==> src/design/ccrb_pkg.sv <==
// shared constants of the cache control register bank
package ccrb_pkg;
  // ==========================================================
  // register byte offsets
  localparam logic [11:0] OFF_WEIGHT = 12'h000;
  localparam logic [11:0] OFF_LIMIT0 = 12'h010;
  localparam logic [11:0] OFF_LIMIT_STEP = 12'h004;
  localparam logic [11:0] OFF_BASE0 = 12'h020;
  localparam logic [11:0] OFF_COUNT0 = 12'h024;
  localparam logic [11:0] OFF_OP_STEP = 12'h008;
  // ==========================================================
  // sizes and field layout
  localparam int NUM_QUEUES = 4;
  localparam int NUM_OPS = 6;
  localparam int WEIGHT_W = 2;
  localparam int LIMIT_W = 3;
  localparam int COUNT_W = 16;
  localparam int OUTST_W = 4;
  localparam int HOLD_W = 5;
  // ==========================================================
  // reset values
  localparam logic [1:0] WEIGHT_RST = 2'h1;
  localparam logic [2:0] LIMIT0_RST = 3'h6;
  localparam logic [2:0] LIMITN_RST = 3'h2;
  localparam logic [31:0] BASE_RST = 32'h0000_0000;
  localparam logic [15:0] COUNT_RST = 16'h0000;
  // ==========================================================
  // dma weight encodings and hold limits in data-cache cycles
  localparam logic [1:0] WEIGHT_NEVER = 2'h0;
  localparam logic [1:0] WEIGHT_SLOW = 2'h1;
  localparam logic [1:0] WEIGHT_MID = 2'h2;
  localparam logic [1:0] WEIGHT_FAST = 2'h3;
  localparam logic [4:0] HOLD_SLOW = 5'h10;
  localparam logic [4:0] HOLD_MID = 5'h04;
  localparam logic [4:0] HOLD_FAST = 5'h01;
  // ==========================================================
  // block operation indices
  localparam int OP_L2_FLUSH = 0;
  localparam int OP_L2_FLUSH_INVAL = 1;
  localparam int OP_L2_INVAL = 2;
  localparam int OP_PROG_INVAL = 3;
  localparam int OP_DATA_FLUSH_INVAL = 4;
  localparam int OP_DATA_INVAL = 5;
  // answer to a read that is dropped or unmapped
  localparam logic [31:0] DROP_DATA = 32'h0000_0000;
endpackage

==> src/design/ccrb_top.sv <==
// cache control register bank with dma weight arbiter and queue limits
// Overview of operation
// - weight zero: data cache always wins, dma never gets priority
// - weight one: pending dma wins after sixteen data-cache priority cycles
// - weight two: pending dma wins after four data-cache priority cycles
// - weight three: pending dma wins after one data-cache priority cycle
// - weight is two low bits, bounds data-cache blocking, resets to one
// - upper weight bits read zero, writes to them are discarded
// - four three-bit limits on outstanding requests per dma priority level
// - level stalls new requests while outstanding count is not below limit
// - level zero limit resets to six, levels one to three to two
// - second-level flush: 32-bit base, 16-bit count, both reset zero
// - second-level flush-invalidate: 32-bit base, 16-bit count, reset zero
// - second-level invalidate: 32-bit base, 16-bit count, reset zero
// - program-cache invalidate: 32-bit base, 16-bit count, reset zero
// - data-cache flush-invalidate: 32-bit base, 16-bit count, reset zero
// - data-cache invalidate: 32-bit base, 16-bit count, reset zero
// - unused count and limit bits read zero; software writes zeros
// - dma accesses dropped: writes ignored, reads give undefined data
//
// Design decisions made here: register access over APB and the register offsets.
`timescale 1ns/100ps
`default_nettype none
module ccrb_top
  import ccrb_pkg::*;
(
  // clock and reset
  input wire logic pclk,
  input wire logic presetn,
  // apb slave
  input wire logic psel,
  input wire logic penable,
  input wire logic pwrite,
  input wire logic [11:0] paddr,
  input wire logic [31:0] pwdata,
  input wire logic pdma_source,
  output logic [31:0] prdata,
  output logic pready,
  output logic pslverr,
  // second-level memory arbiter
  input wire logic dcache_req,
  input wire logic dma_req,
  output logic dcache_grant,
  output logic dma_grant,
  // per-level request limiting
  input wire logic [NUM_QUEUES-1:0] queue_issue,
  input wire logic [NUM_QUEUES-1:0] queue_retire,
  output logic [NUM_QUEUES-1:0] queue_stall,
  // block operations
  input wire logic [NUM_OPS-1:0] op_word_done,
  output logic [NUM_OPS-1:0] op_start,
  output logic [NUM_OPS-1:0] op_busy
);

  // ==========================================================
  // decode helpers
  function automatic logic hits(input logic [11:0] a, input logic [11:0] off);
    hits = (a[11:2] == off[11:2]);
  endfunction

  function automatic logic [4:0] hold_limit(input logic [1:0] w);
    case (w)
      WEIGHT_SLOW: hold_limit = HOLD_SLOW;
      WEIGHT_MID: hold_limit = HOLD_MID;
      WEIGHT_FAST: hold_limit = HOLD_FAST;
      default: hold_limit = 5'h00;
    endcase
  endfunction

  // ==========================================================
  // register state
  logic [WEIGHT_W-1:0] weight_q;
  logic [LIMIT_W-1:0] limit_q [NUM_QUEUES];
  logic [31:0] base_q [NUM_OPS];
  logic [COUNT_W-1:0] count_q [NUM_OPS];
  logic [31:0] prdata_q;
  logic pready_q;
  logic pslverr_q;

  // ==========================================================
  // apb decode; no wait state, every answer comes from a flop loaded in the setup cycle
  wire setup_cyc = psel & ~penable;
  wire commit = psel & penable & pready_q;
  // dma-sourced transfers never touch the bank
  wire cpu_wr = commit & pwrite & ~pdma_source;
  wire sel_weight = hits(paddr, OFF_WEIGHT);
  wire [NUM_QUEUES-1:0] sel_limit;
  wire [NUM_OPS-1:0] sel_base;
  wire [NUM_OPS-1:0] sel_count;
  wire [31:0] rd_limit [NUM_QUEUES];
  wire [31:0] rd_op [NUM_OPS];

  genvar gi;
  generate
    for (gi = 0; gi < NUM_QUEUES; gi++) begin : g_lim_dec
      assign sel_limit[gi] = hits(paddr, OFF_LIMIT0 + 12'(gi) * OFF_LIMIT_STEP);
      assign rd_limit[gi] = sel_limit[gi] ? {29'h0, limit_q[gi]} : 32'h0;
    end
    for (gi = 0; gi < NUM_OPS; gi++) begin : g_op_dec
      assign sel_base[gi] = hits(paddr, OFF_BASE0 + 12'(gi) * OFF_OP_STEP);
      assign sel_count[gi] = hits(paddr, OFF_COUNT0 + 12'(gi) * OFF_OP_STEP);
      assign rd_op[gi] = (sel_base[gi] ? base_q[gi] : 32'h0) |
                         (sel_count[gi] ? {16'h0, count_q[gi]} : 32'h0);
    end
  endgenerate

  wire mapped = sel_weight | (|sel_limit) | (|sel_base) | (|sel_count);

  logic [31:0] rd_mux;
  always_comb begin
    rd_mux = sel_weight ? {30'h0, weight_q} : 32'h0;
    for (int i = 0; i < NUM_QUEUES; i++) begin
      rd_mux = rd_mux | rd_limit[i];
    end
    for (int i = 0; i < NUM_OPS; i++) begin
      rd_mux = rd_mux | rd_op[i];
    end
  end

  wire [31:0] rd_data_d = (pdma_source | ~mapped) ? DROP_DATA : rd_mux;

  always_ff @(posedge pclk or negedge presetn) begin
    if (!presetn) begin
      pready_q <= 1'b0;
      pslverr_q <= 1'b0;
      prdata_q <= 32'h0;
    end else begin
      pready_q <= setup_cyc;
      pslverr_q <= setup_cyc & ~mapped;
      prdata_q <= setup_cyc ? rd_data_d : prdata_q;
    end
  end

  // ==========================================================
  // weight and limit registers
  always_ff @(posedge pclk or negedge presetn) begin
    if (!presetn) begin
      weight_q <= WEIGHT_RST;
    end else if (cpu_wr && sel_weight) begin
      weight_q <= pwdata[WEIGHT_W-1:0];
    end
  end

  generate
    for (gi = 0; gi < NUM_QUEUES; gi++) begin : g_lim_reg
      always_ff @(posedge pclk or negedge presetn) begin
        if (!presetn) begin
          limit_q[gi] <= (gi == 0) ? LIMIT0_RST : LIMITN_RST;
        end else if (cpu_wr && sel_limit[gi]) begin
          limit_q[gi] <= pwdata[LIMIT_W-1:0];
        end
      end
    end
  endgenerate

  // ==========================================================
  // block operation registers; a nonzero count write launches the operation
  logic [NUM_OPS-1:0] start_q;
  logic [NUM_OPS-1:0] busy_q;

  generate
    for (gi = 0; gi < NUM_OPS; gi++) begin : g_op_reg
      wire wr_cnt = cpu_wr & sel_count[gi];
      // a fresh write outranks a word retiring in the same cycle
      wire [COUNT_W-1:0] cnt_d = wr_cnt ? pwdata[COUNT_W-1:0] :
        (op_word_done[gi] && count_q[gi] != 16'h0) ? count_q[gi] - 16'h1 : count_q[gi];
      always_ff @(posedge pclk or negedge presetn) begin
        if (!presetn) begin
          base_q[gi] <= BASE_RST;
          count_q[gi] <= COUNT_RST;
          start_q[gi] <= 1'b0;
          busy_q[gi] <= 1'b0;
        end else begin
          if (cpu_wr && sel_base[gi]) begin
            base_q[gi] <= pwdata;
          end
          count_q[gi] <= cnt_d;
          start_q[gi] <= wr_cnt && pwdata[COUNT_W-1:0] != 16'h0;
          busy_q[gi] <= cnt_d != 16'h0;
        end
      end
    end
  endgenerate

  // ==========================================================
  // second-level arbiter between data cache and dma
  logic [HOLD_W-1:0] hold_q;
  logic dc_grant_q;
  logic dma_grant_q;
  wire [HOLD_W-1:0] hold_lim = hold_limit(weight_q);
  // weight zero never lets dma past a requesting data cache
  wire dma_turn = (weight_q != WEIGHT_NEVER) && (hold_q >= hold_lim);
  wire dma_win = dma_req & (~dcache_req | dma_turn);
  wire dc_win = dcache_req & ~dma_win;

  always_ff @(posedge pclk or negedge presetn) begin
    if (!presetn) begin
      hold_q <= 5'h00;
      dc_grant_q <= 1'b0;
      dma_grant_q <= 1'b0;
    end else begin
      dc_grant_q <= dc_win;
      dma_grant_q <= dma_win;
      if (dma_win) begin
        hold_q <= 5'h00;
      end else if (dc_win && dma_req && hold_q != 5'h1F) begin
        hold_q <= hold_q + 5'h01;
      end
    end
  end

  // ==========================================================
  // outstanding request counters per priority level
  logic [OUTST_W-1:0] outst_q [NUM_QUEUES];
  logic [NUM_QUEUES-1:0] stall_q;

  generate
    for (gi = 0; gi < NUM_QUEUES; gi++) begin : g_queue
      wire take = queue_issue[gi] & ~stall_q[gi];
      wire give = queue_retire[gi] && outst_q[gi] != 4'h0;
      wire [OUTST_W-1:0] outst_d = outst_q[gi] + {3'h0, take} - {3'h0, give};
      always_ff @(posedge pclk or negedge presetn) begin
        if (!presetn) begin
          outst_q[gi] <= 4'h0;
          stall_q[gi] <= 1'b0;
        end else begin
          outst_q[gi] <= outst_d;
          stall_q[gi] <= outst_d >= {1'b0, limit_q[gi]};
        end
      end
    end
  endgenerate

  // ==========================================================
  // outputs
  assign prdata = prdata_q;
  assign pready = pready_q;
  assign pslverr = pslverr_q;
  assign dcache_grant = dc_grant_q;
  assign dma_grant = dma_grant_q;
  assign queue_stall = stall_q;
  assign op_start = start_q;
  assign op_busy = busy_q;
endmodule
`default_nettype wire

==> config.mk <==
export PLATFORM = sky130hd
export DESIGN_NAME = ccrb_top
export DESIGN_NICKNAME = d
export VERILOG_FILES = /design/src/design/ccrb_pkg.sv /design/src/design/ccrb_top.sv
export SDC_FILE = /design/constraint.sdc
export NUM_CORES = 1
export LEC_CHECK = 0
export BUFFER_PORTS_ARGS = -buffer_cell sky130_fd_sc_hd__buf_2
export CAP_MARGIN = 20
export CORE_MARGIN = 5
export CORE_UTILIZATION = 50
export CTS_BUF_LIST = sky130_fd_sc_hd__clkbuf_4 sky130_fd_sc_hd__clkbuf_8 sky130_fd_sc_hd__clkbuf_16
export CTS_CLUSTER_SIZE = 30
export DETAILED_ROUTE_END_ITERATION = 7
export PLACE_DENSITY = 0.72
export SLEW_MARGIN = 20
export SYNTH_ARGS = -nofsm -noshare
export SYNTH_HDL_FRONTEND = slang
export SYNTH_SLANG_ARGS = --single-unit
==> constraint.sdc <==
create_clock -name pclk -period 2.71 [get_ports pclk]
set_input_delay 0 -clock pclk [delete_from_list [all_inputs] [get_ports pclk]]
set_output_delay 0 -clock pclk [all_outputs]
set_load 0.02 [all_outputs]
* Word-level counts from Yosys, hierarchy flattened
Cells that the tools add are included.
** Storage, ports and cells
- Flip-flop bits (word level) :: 375
- Bits of input ports :: 66
- Word-level logic and storage cells :: 217
- Output and inout port bits :: 52
** Cells by class
- Add/sub/neg operators :: 15
- Bitwise operators :: 48
- Mux-type cells :: 33
- Equal/unequal tests :: 20
- $lt $le $gt $ge :: 5
- Reductions and logical operators :: 53
** Operator list (count)
- 16-bit two-way mux :: 18
- 32-bit two-way mux :: 7
- 16-bit nonzero test :: 13
- 32-bit by 16-bit bitwise OR with 32-bit output :: 6
- 32-bit bitwise OR :: 5
- 16-bit by 1-bit subtractor with 16-bit output (second input constant) :: 6
- 10-bit by 4-bit == test with 1-bit output (second input constant) :: 8
- 10-bit by 3-bit == test with 1-bit output (second input constant) :: 4
- 10-bit by 5-bit == test with 1-bit output (second input constant) :: 4
- 3-bit by 32-bit bitwise OR with 32-bit output :: 1
- 1-bit logical AND :: 30
- 1-bit bitwise AND :: 18
- 4-bit by 1-bit adder with 4-bit output :: 4
- 4-bit by 3-bit greater-or-equal comparator with 1-bit output :: 4
- 4-bit nonzero test :: 4
- 4-bit by 1-bit subtractor with 4-bit output :: 4
- 5-bit one-hot mux with 3 select lines :: 1
- 3-bit two-way mux :: 4
- 6-bit OR reduction :: 2
- 10-bit logical NOT :: 1
- 5-bit two-way mux :: 2
- 1-bit NOT :: 9
- 3-bit bitwise OR :: 3
- 5-bit by 1-bit adder with 5-bit output (second input constant) :: 1
- 9 further kinds :: 15

* Depth between registers and ports, before layout
- Depth after elaboration :: 13
- Gate-level depth with buffers :: 11

* Least setup slack after synthesis
OpenSTA, ideal clock, no wires.
- Kind :: register to register
- Start point :: register count_q[82] in the netlist's numbering
- End point :: register busy_q[0] (netlist: op_busy[0])
- Library setup time :: 135 ps
- Setup slack :: 17 ps
- Period minus slack after synthesis :: 2693 ps
- Stages on the path, launching flop included :: 9
- Data arrival time :: 2558 ps
- Path buffers :: 0
- Path through :: dfrtp_1 -> or3_1 -> or3_1 -> nor3_1 -> xnor2_1 -> a21oi_1 -> or4b_1 -> nor4_1 -> nand3_1
** Between the ends
- Word-level cells in the longest chain between the ends :: 5
- Elaborated cells on any way between the ends :: 6
- Those cells by class :: 1 x add/sub; 2 x mux; 3 x reduce/logical
** Ends and longest elaborated chain
- start: declaration :: RTL line ccrb_top.sv:75 : logic [COUNT_W-1:0] count_q [NUM_OPS];
- start signal: indexed assignment :: RTL line ccrb_top.sv:177 : count_q[gi] <= cnt_d;
- parallel branches: the longest is 2 deep, another holds 16-bit by 1-bit subtractor with 16-bit output
- 16-bit two-way mux (*) :: RTL line ccrb_top.sv:166 : (op_word_done[gi] && count_q[gi] != 16'h0) ? count_q[gi] - 16'h1 : count_q[gi];
- 16-bit two-way mux (*) :: RTL line ccrb_top.sv:165 : wire [COUNT_W-1:0] cnt_d = wr_cnt ? pwdata[COUNT_W-1:0] :
- via g_op_reg[0].cnt_d[11] :: RTL line ccrb_top.sv:165
- 16-bit nonzero test (*) :: RTL line ccrb_top.sv:179 : busy_q[gi] <= cnt_d != 16'h0;
- end signal: indexed assignment :: RTL line ccrb_top.sv:172 : busy_q[gi] <= 1'b0;
- end signal: indexed assignment :: RTL line ccrb_top.sv:179
- end: declaration :: RTL line ccrb_top.sv:159 : logic [NUM_OPS-1:0] busy_q;
Mark *: on every way through the listed nets, which the timed path passes.
A chain may end at the register's enable or synchronous reset.

* Worst setup path in the final report
Ends and elaborated chain as after synthesis.

==> results.json <==
{
  "hpwlAfterDp_mm": 37.5,
  "fin_crit_ns": 2.65,
  "worst_slack_ns": 0.0605,
  "synthTopCellsByArea": "dfrtp_1 (50%), mux2_2 (12%), ha_1 (3.3%)",
  "drc": 0,
  "cts.sinks": 375,
  "min-delay-path-class": "in -> reg",
  "status": "finished clean",
  "dp.cells": 2278,
  "synth.top_cell.area_share_pct": 50.2,
  "synth_cell_types": 63,
  "crit_type": "reg -> reg",
  "crit_chain": "or3_1 > or3_4 > nor3_4 > xnor2_1 > a21oi_1 > or4b_1 > nor4_2 > nand3_1",
  "path_clk_slew_ns": 0.06,
  "skew_ns": 0.0140,
  "cp.required_ns": 3.13,
  "grtUsageTotal_pct": 27.1,
  "leakagePower_uw": 0.0107,
  "initial_utilization_pct": 50.4,
  "cp.arrival_ns": 3.07,
  "fmax_mhz": 377,
  "layout.cells.non_filler": 2407,
  "row_count": 70,
  "areaGrowthSynthToFinish_pct": 22.6,
  "vias_per_cell": 6.14,
  "die_y_um": 202,
  "fp.dieW_um": 202,
  "endpoint_kind": "register",
  "synth_cells": 1658,
  "first_global_vias": 15100,
  "fill_cells": 2903,
  "syn_area_mm2": 0.0184,
  "p_sw_share_pct": 33.1,
  "gp_congestion": 0.939,
  "p_per_area_mw_per_mm2": 843,
  "avgSynthCellArea_um2": 11.1,
  "gr-total-overflow": 0,
  "cts-htree-levels": 2,
  "root_buffer": "clkbuf_16",
  "numCtsBuffers": 42,
  "wl_per_cell_um": 23.1,
  "final_nets": 2027,
  "p_comb_share_pct": 28.8,
  "grt_pass1_wl_mm": 87.3,
  "core_mm2": 0.0364,
  "slew_headroom_pct": 44.6,
  "vdd_drop_max_mv": 0.583,
  "boundaryPins": 118,
  "drt_wl_total_mm": 55.6,
  "insertion_delay_ns": 0.56,
  "grt_max_degree": 96,
  "startpoint_type": "register",
  "fin_crit_sh_pct": 97.8,
  "drtIter0Drc": 1450,
  "yosysSeqAreaShare_pct": 51.1,
  "p_clk_share_pct": 32.3,
  "vias": 14800,
  "synth.most_common_cell": "dfrtp_1",
  "multi_input_area_mm2": 0.00865,
  "synth-main-ff-cell": "dfrtp_1",
  "ant_nets": 0,
  "first_pass_iters": 7,
  "io_buffer_count": 115,
  "finalHoldViolCount": 0,
  "synth_nets": 1777,
  "synth_edf_count": 0,
  "drive_above_1_share_pct": 29.9,
  "ys_ff_latch": 375,
  "grt_setup_unrepaired": "yes",
  "clock_path_buffers": 3,
  "ys_warn_count": 0,
  "p_int_uw": 12700,
  "cts_tree": "done",
  "yosysTopAreaCell": "dfrtp_1",
  "seq_area_mm2": 0.00939,
  "power.switching_uw": 6290,
  "postSynth.asyncResetShare_pct": 100,
  "finalSetupViolCount": 0,
  "synth_commonest_cells": "dfrtp_1 (369), mux2_2 (195), nor2_1 (116), nand2_1 (108), a21oi_1 (84)",
  "slew_violations": 0,
  "dieArea_mm2": 0.0407,
  "pre_cts_ws_ns": -0.0972,
  "critPathSlowestCell": "or4b_1",
  "antenna_found_initial": 2,
  "drv_cap": 0,
  "antennaDiodeCount": 0,
  "tightest_slew_ns": 0.830,
  "max_stage_delay_ns": 0.58,
  "critPathMaxFanout": 3,
  "utilization_pct": 61.9,
  "setup_tns_ns": 0,
  "seqPwrFrac_pct": 38.9
}
-- power groups by stage --
stage | logic (uW) | registers (uW) | clock network, uW
floorplan | 3120 | 7250 | 0
global placement | 4970 | 7380 | 0
detailed placement | 5140 | 7400 | 0
CTS | 5250 | 7310 | 6220
global route | 6060 | 7470 | 6470
finish | 5470 | 7390 | 6150
-- final timing paths --
path                             start          end  slack (ns)  depth (start not counted)
max                        count_q[82]   op_busy[0]        0.06                          8
min                           paddr[9]  op_start[5]        0.03                          5
max reg2reg                count_q[82]   op_busy[0]        0.06                          8
min reg2reg                 prdata[18]   prdata[18]        0.47                          1
max in group asynchronous      presetn   base_q[57]        1.68                          3
min in group asynchronous      presetn  count_q[51]        0.07                          2
-- metrics by stage --
step           cell area (um2)  hold slack [ns]  total power, uW
6_report                 22500           0.0303            19000
5_1_grt                  22500           0.0362            20000
4_1_cts                  22300          0.00890            18800
3_5_place_dp             20300            0.101            12500
3_3_place_gp             20300           0.0990            12300
2_1_floorplan            18400           -0.296            10400
-- worst max-delay path, delay by kind of cell (launching register included) --
kind | cells | cell delay (ns)
compound gates | 1 | 0.11
flops | 1 | 0.37
xor+xnor | 1 | 0.15
simple gates | 6 | 1.89
-- cells in the final DEF, fill, tap and decap left out, types with 31 or more instances in the layout --
| master | synthesis | final |
|---|---|---|
| clkbuf_16 | 0 | 43 |
| xnor2_1 | 41 | 41 |
| a22oi_1 | 43 | 43 |
| nor3_1 | 35 | 31 |
| mux2_2 | 195 | 195 |
| o21ai_0 | 63 | 59 |
| nand2_1 | 108 | 107 |
| dfrtp_1 | 369 | 369 |
| buf_4 | 0 | 127 |
| a222oi_1 | 48 | 48 |
| nor2_1 | 116 | 108 |
| a21oi_1 | 84 | 84 |
| inv_1 | 49 | 48 |
| ha_1 | 49 | 49 |
| dlygate4sd3_1 | 0 | 51 |
| xor2_1 | 42 | 42 |
| buf_2 | 4 | 114 |
-- area by class of cell --
class	count	share of cell area (%)
flip-flops and latches	375	41.7
multi-input cells	1138	38.4
repair buffers	302	9.85
clock buffers	57	5.43
well taps	468	2.60
clock inverters	18	1.27
inverters	49	0.816
-- kinds of logic after synthesis --
logic type | after synthesis | share of synthesized area [%]
and+or+nand+nor | 444 | 12.3
DFF | 375 | 51.1
xor gates and xnor gates | 83 | 3.96
AOI/OAI and AO/OA | 358 | 13.5
adders and majority gates | 53 | 3.77
buffers and inverters | 145 | 2.99
muxes | 200 | 12.4
-- registers in the layout (all words and copies together), names as in the netlist --
| signal | cells |
|---|---|
| count_q | 96 |
| prdata | 32 |
| op_start | 6 |
| pslverr | 1 |
| limit_q | 12 |
| outst_q | 16 |
| base_q | 192 |
| dcache_grant | 1 |
| weight_q | 2 |
| op_busy | 6 |
| hold_q | 5 |
| dma_grant | 1 |
| pready | 1 |
| queue_stall | 4 |
-- repair_timing --
item	CTS	global route
setup buffers	0	3
endpoints found under the hold margin	277	0
hold buffers	51	0
resized for setup	1	40
setup endpoints to repair	1	10
pin swaps	0	12
-- per-layer routing --
layer / part of all wire [%] / vias up / GRT usage (%) / routed length [um]
met3: 8.3 / 122 / 5.00 / 4630
li1: - / 6622 / - / -
met4: 3.1 / 2 / 8.08 / 1720
met2: 48 / 627 / 44.7 / 26600
met5: 0.022 / - / 0 / 12
met1: 41 / 7394 / 36.7 / 22700
Power figures use the tool's default switching activity.
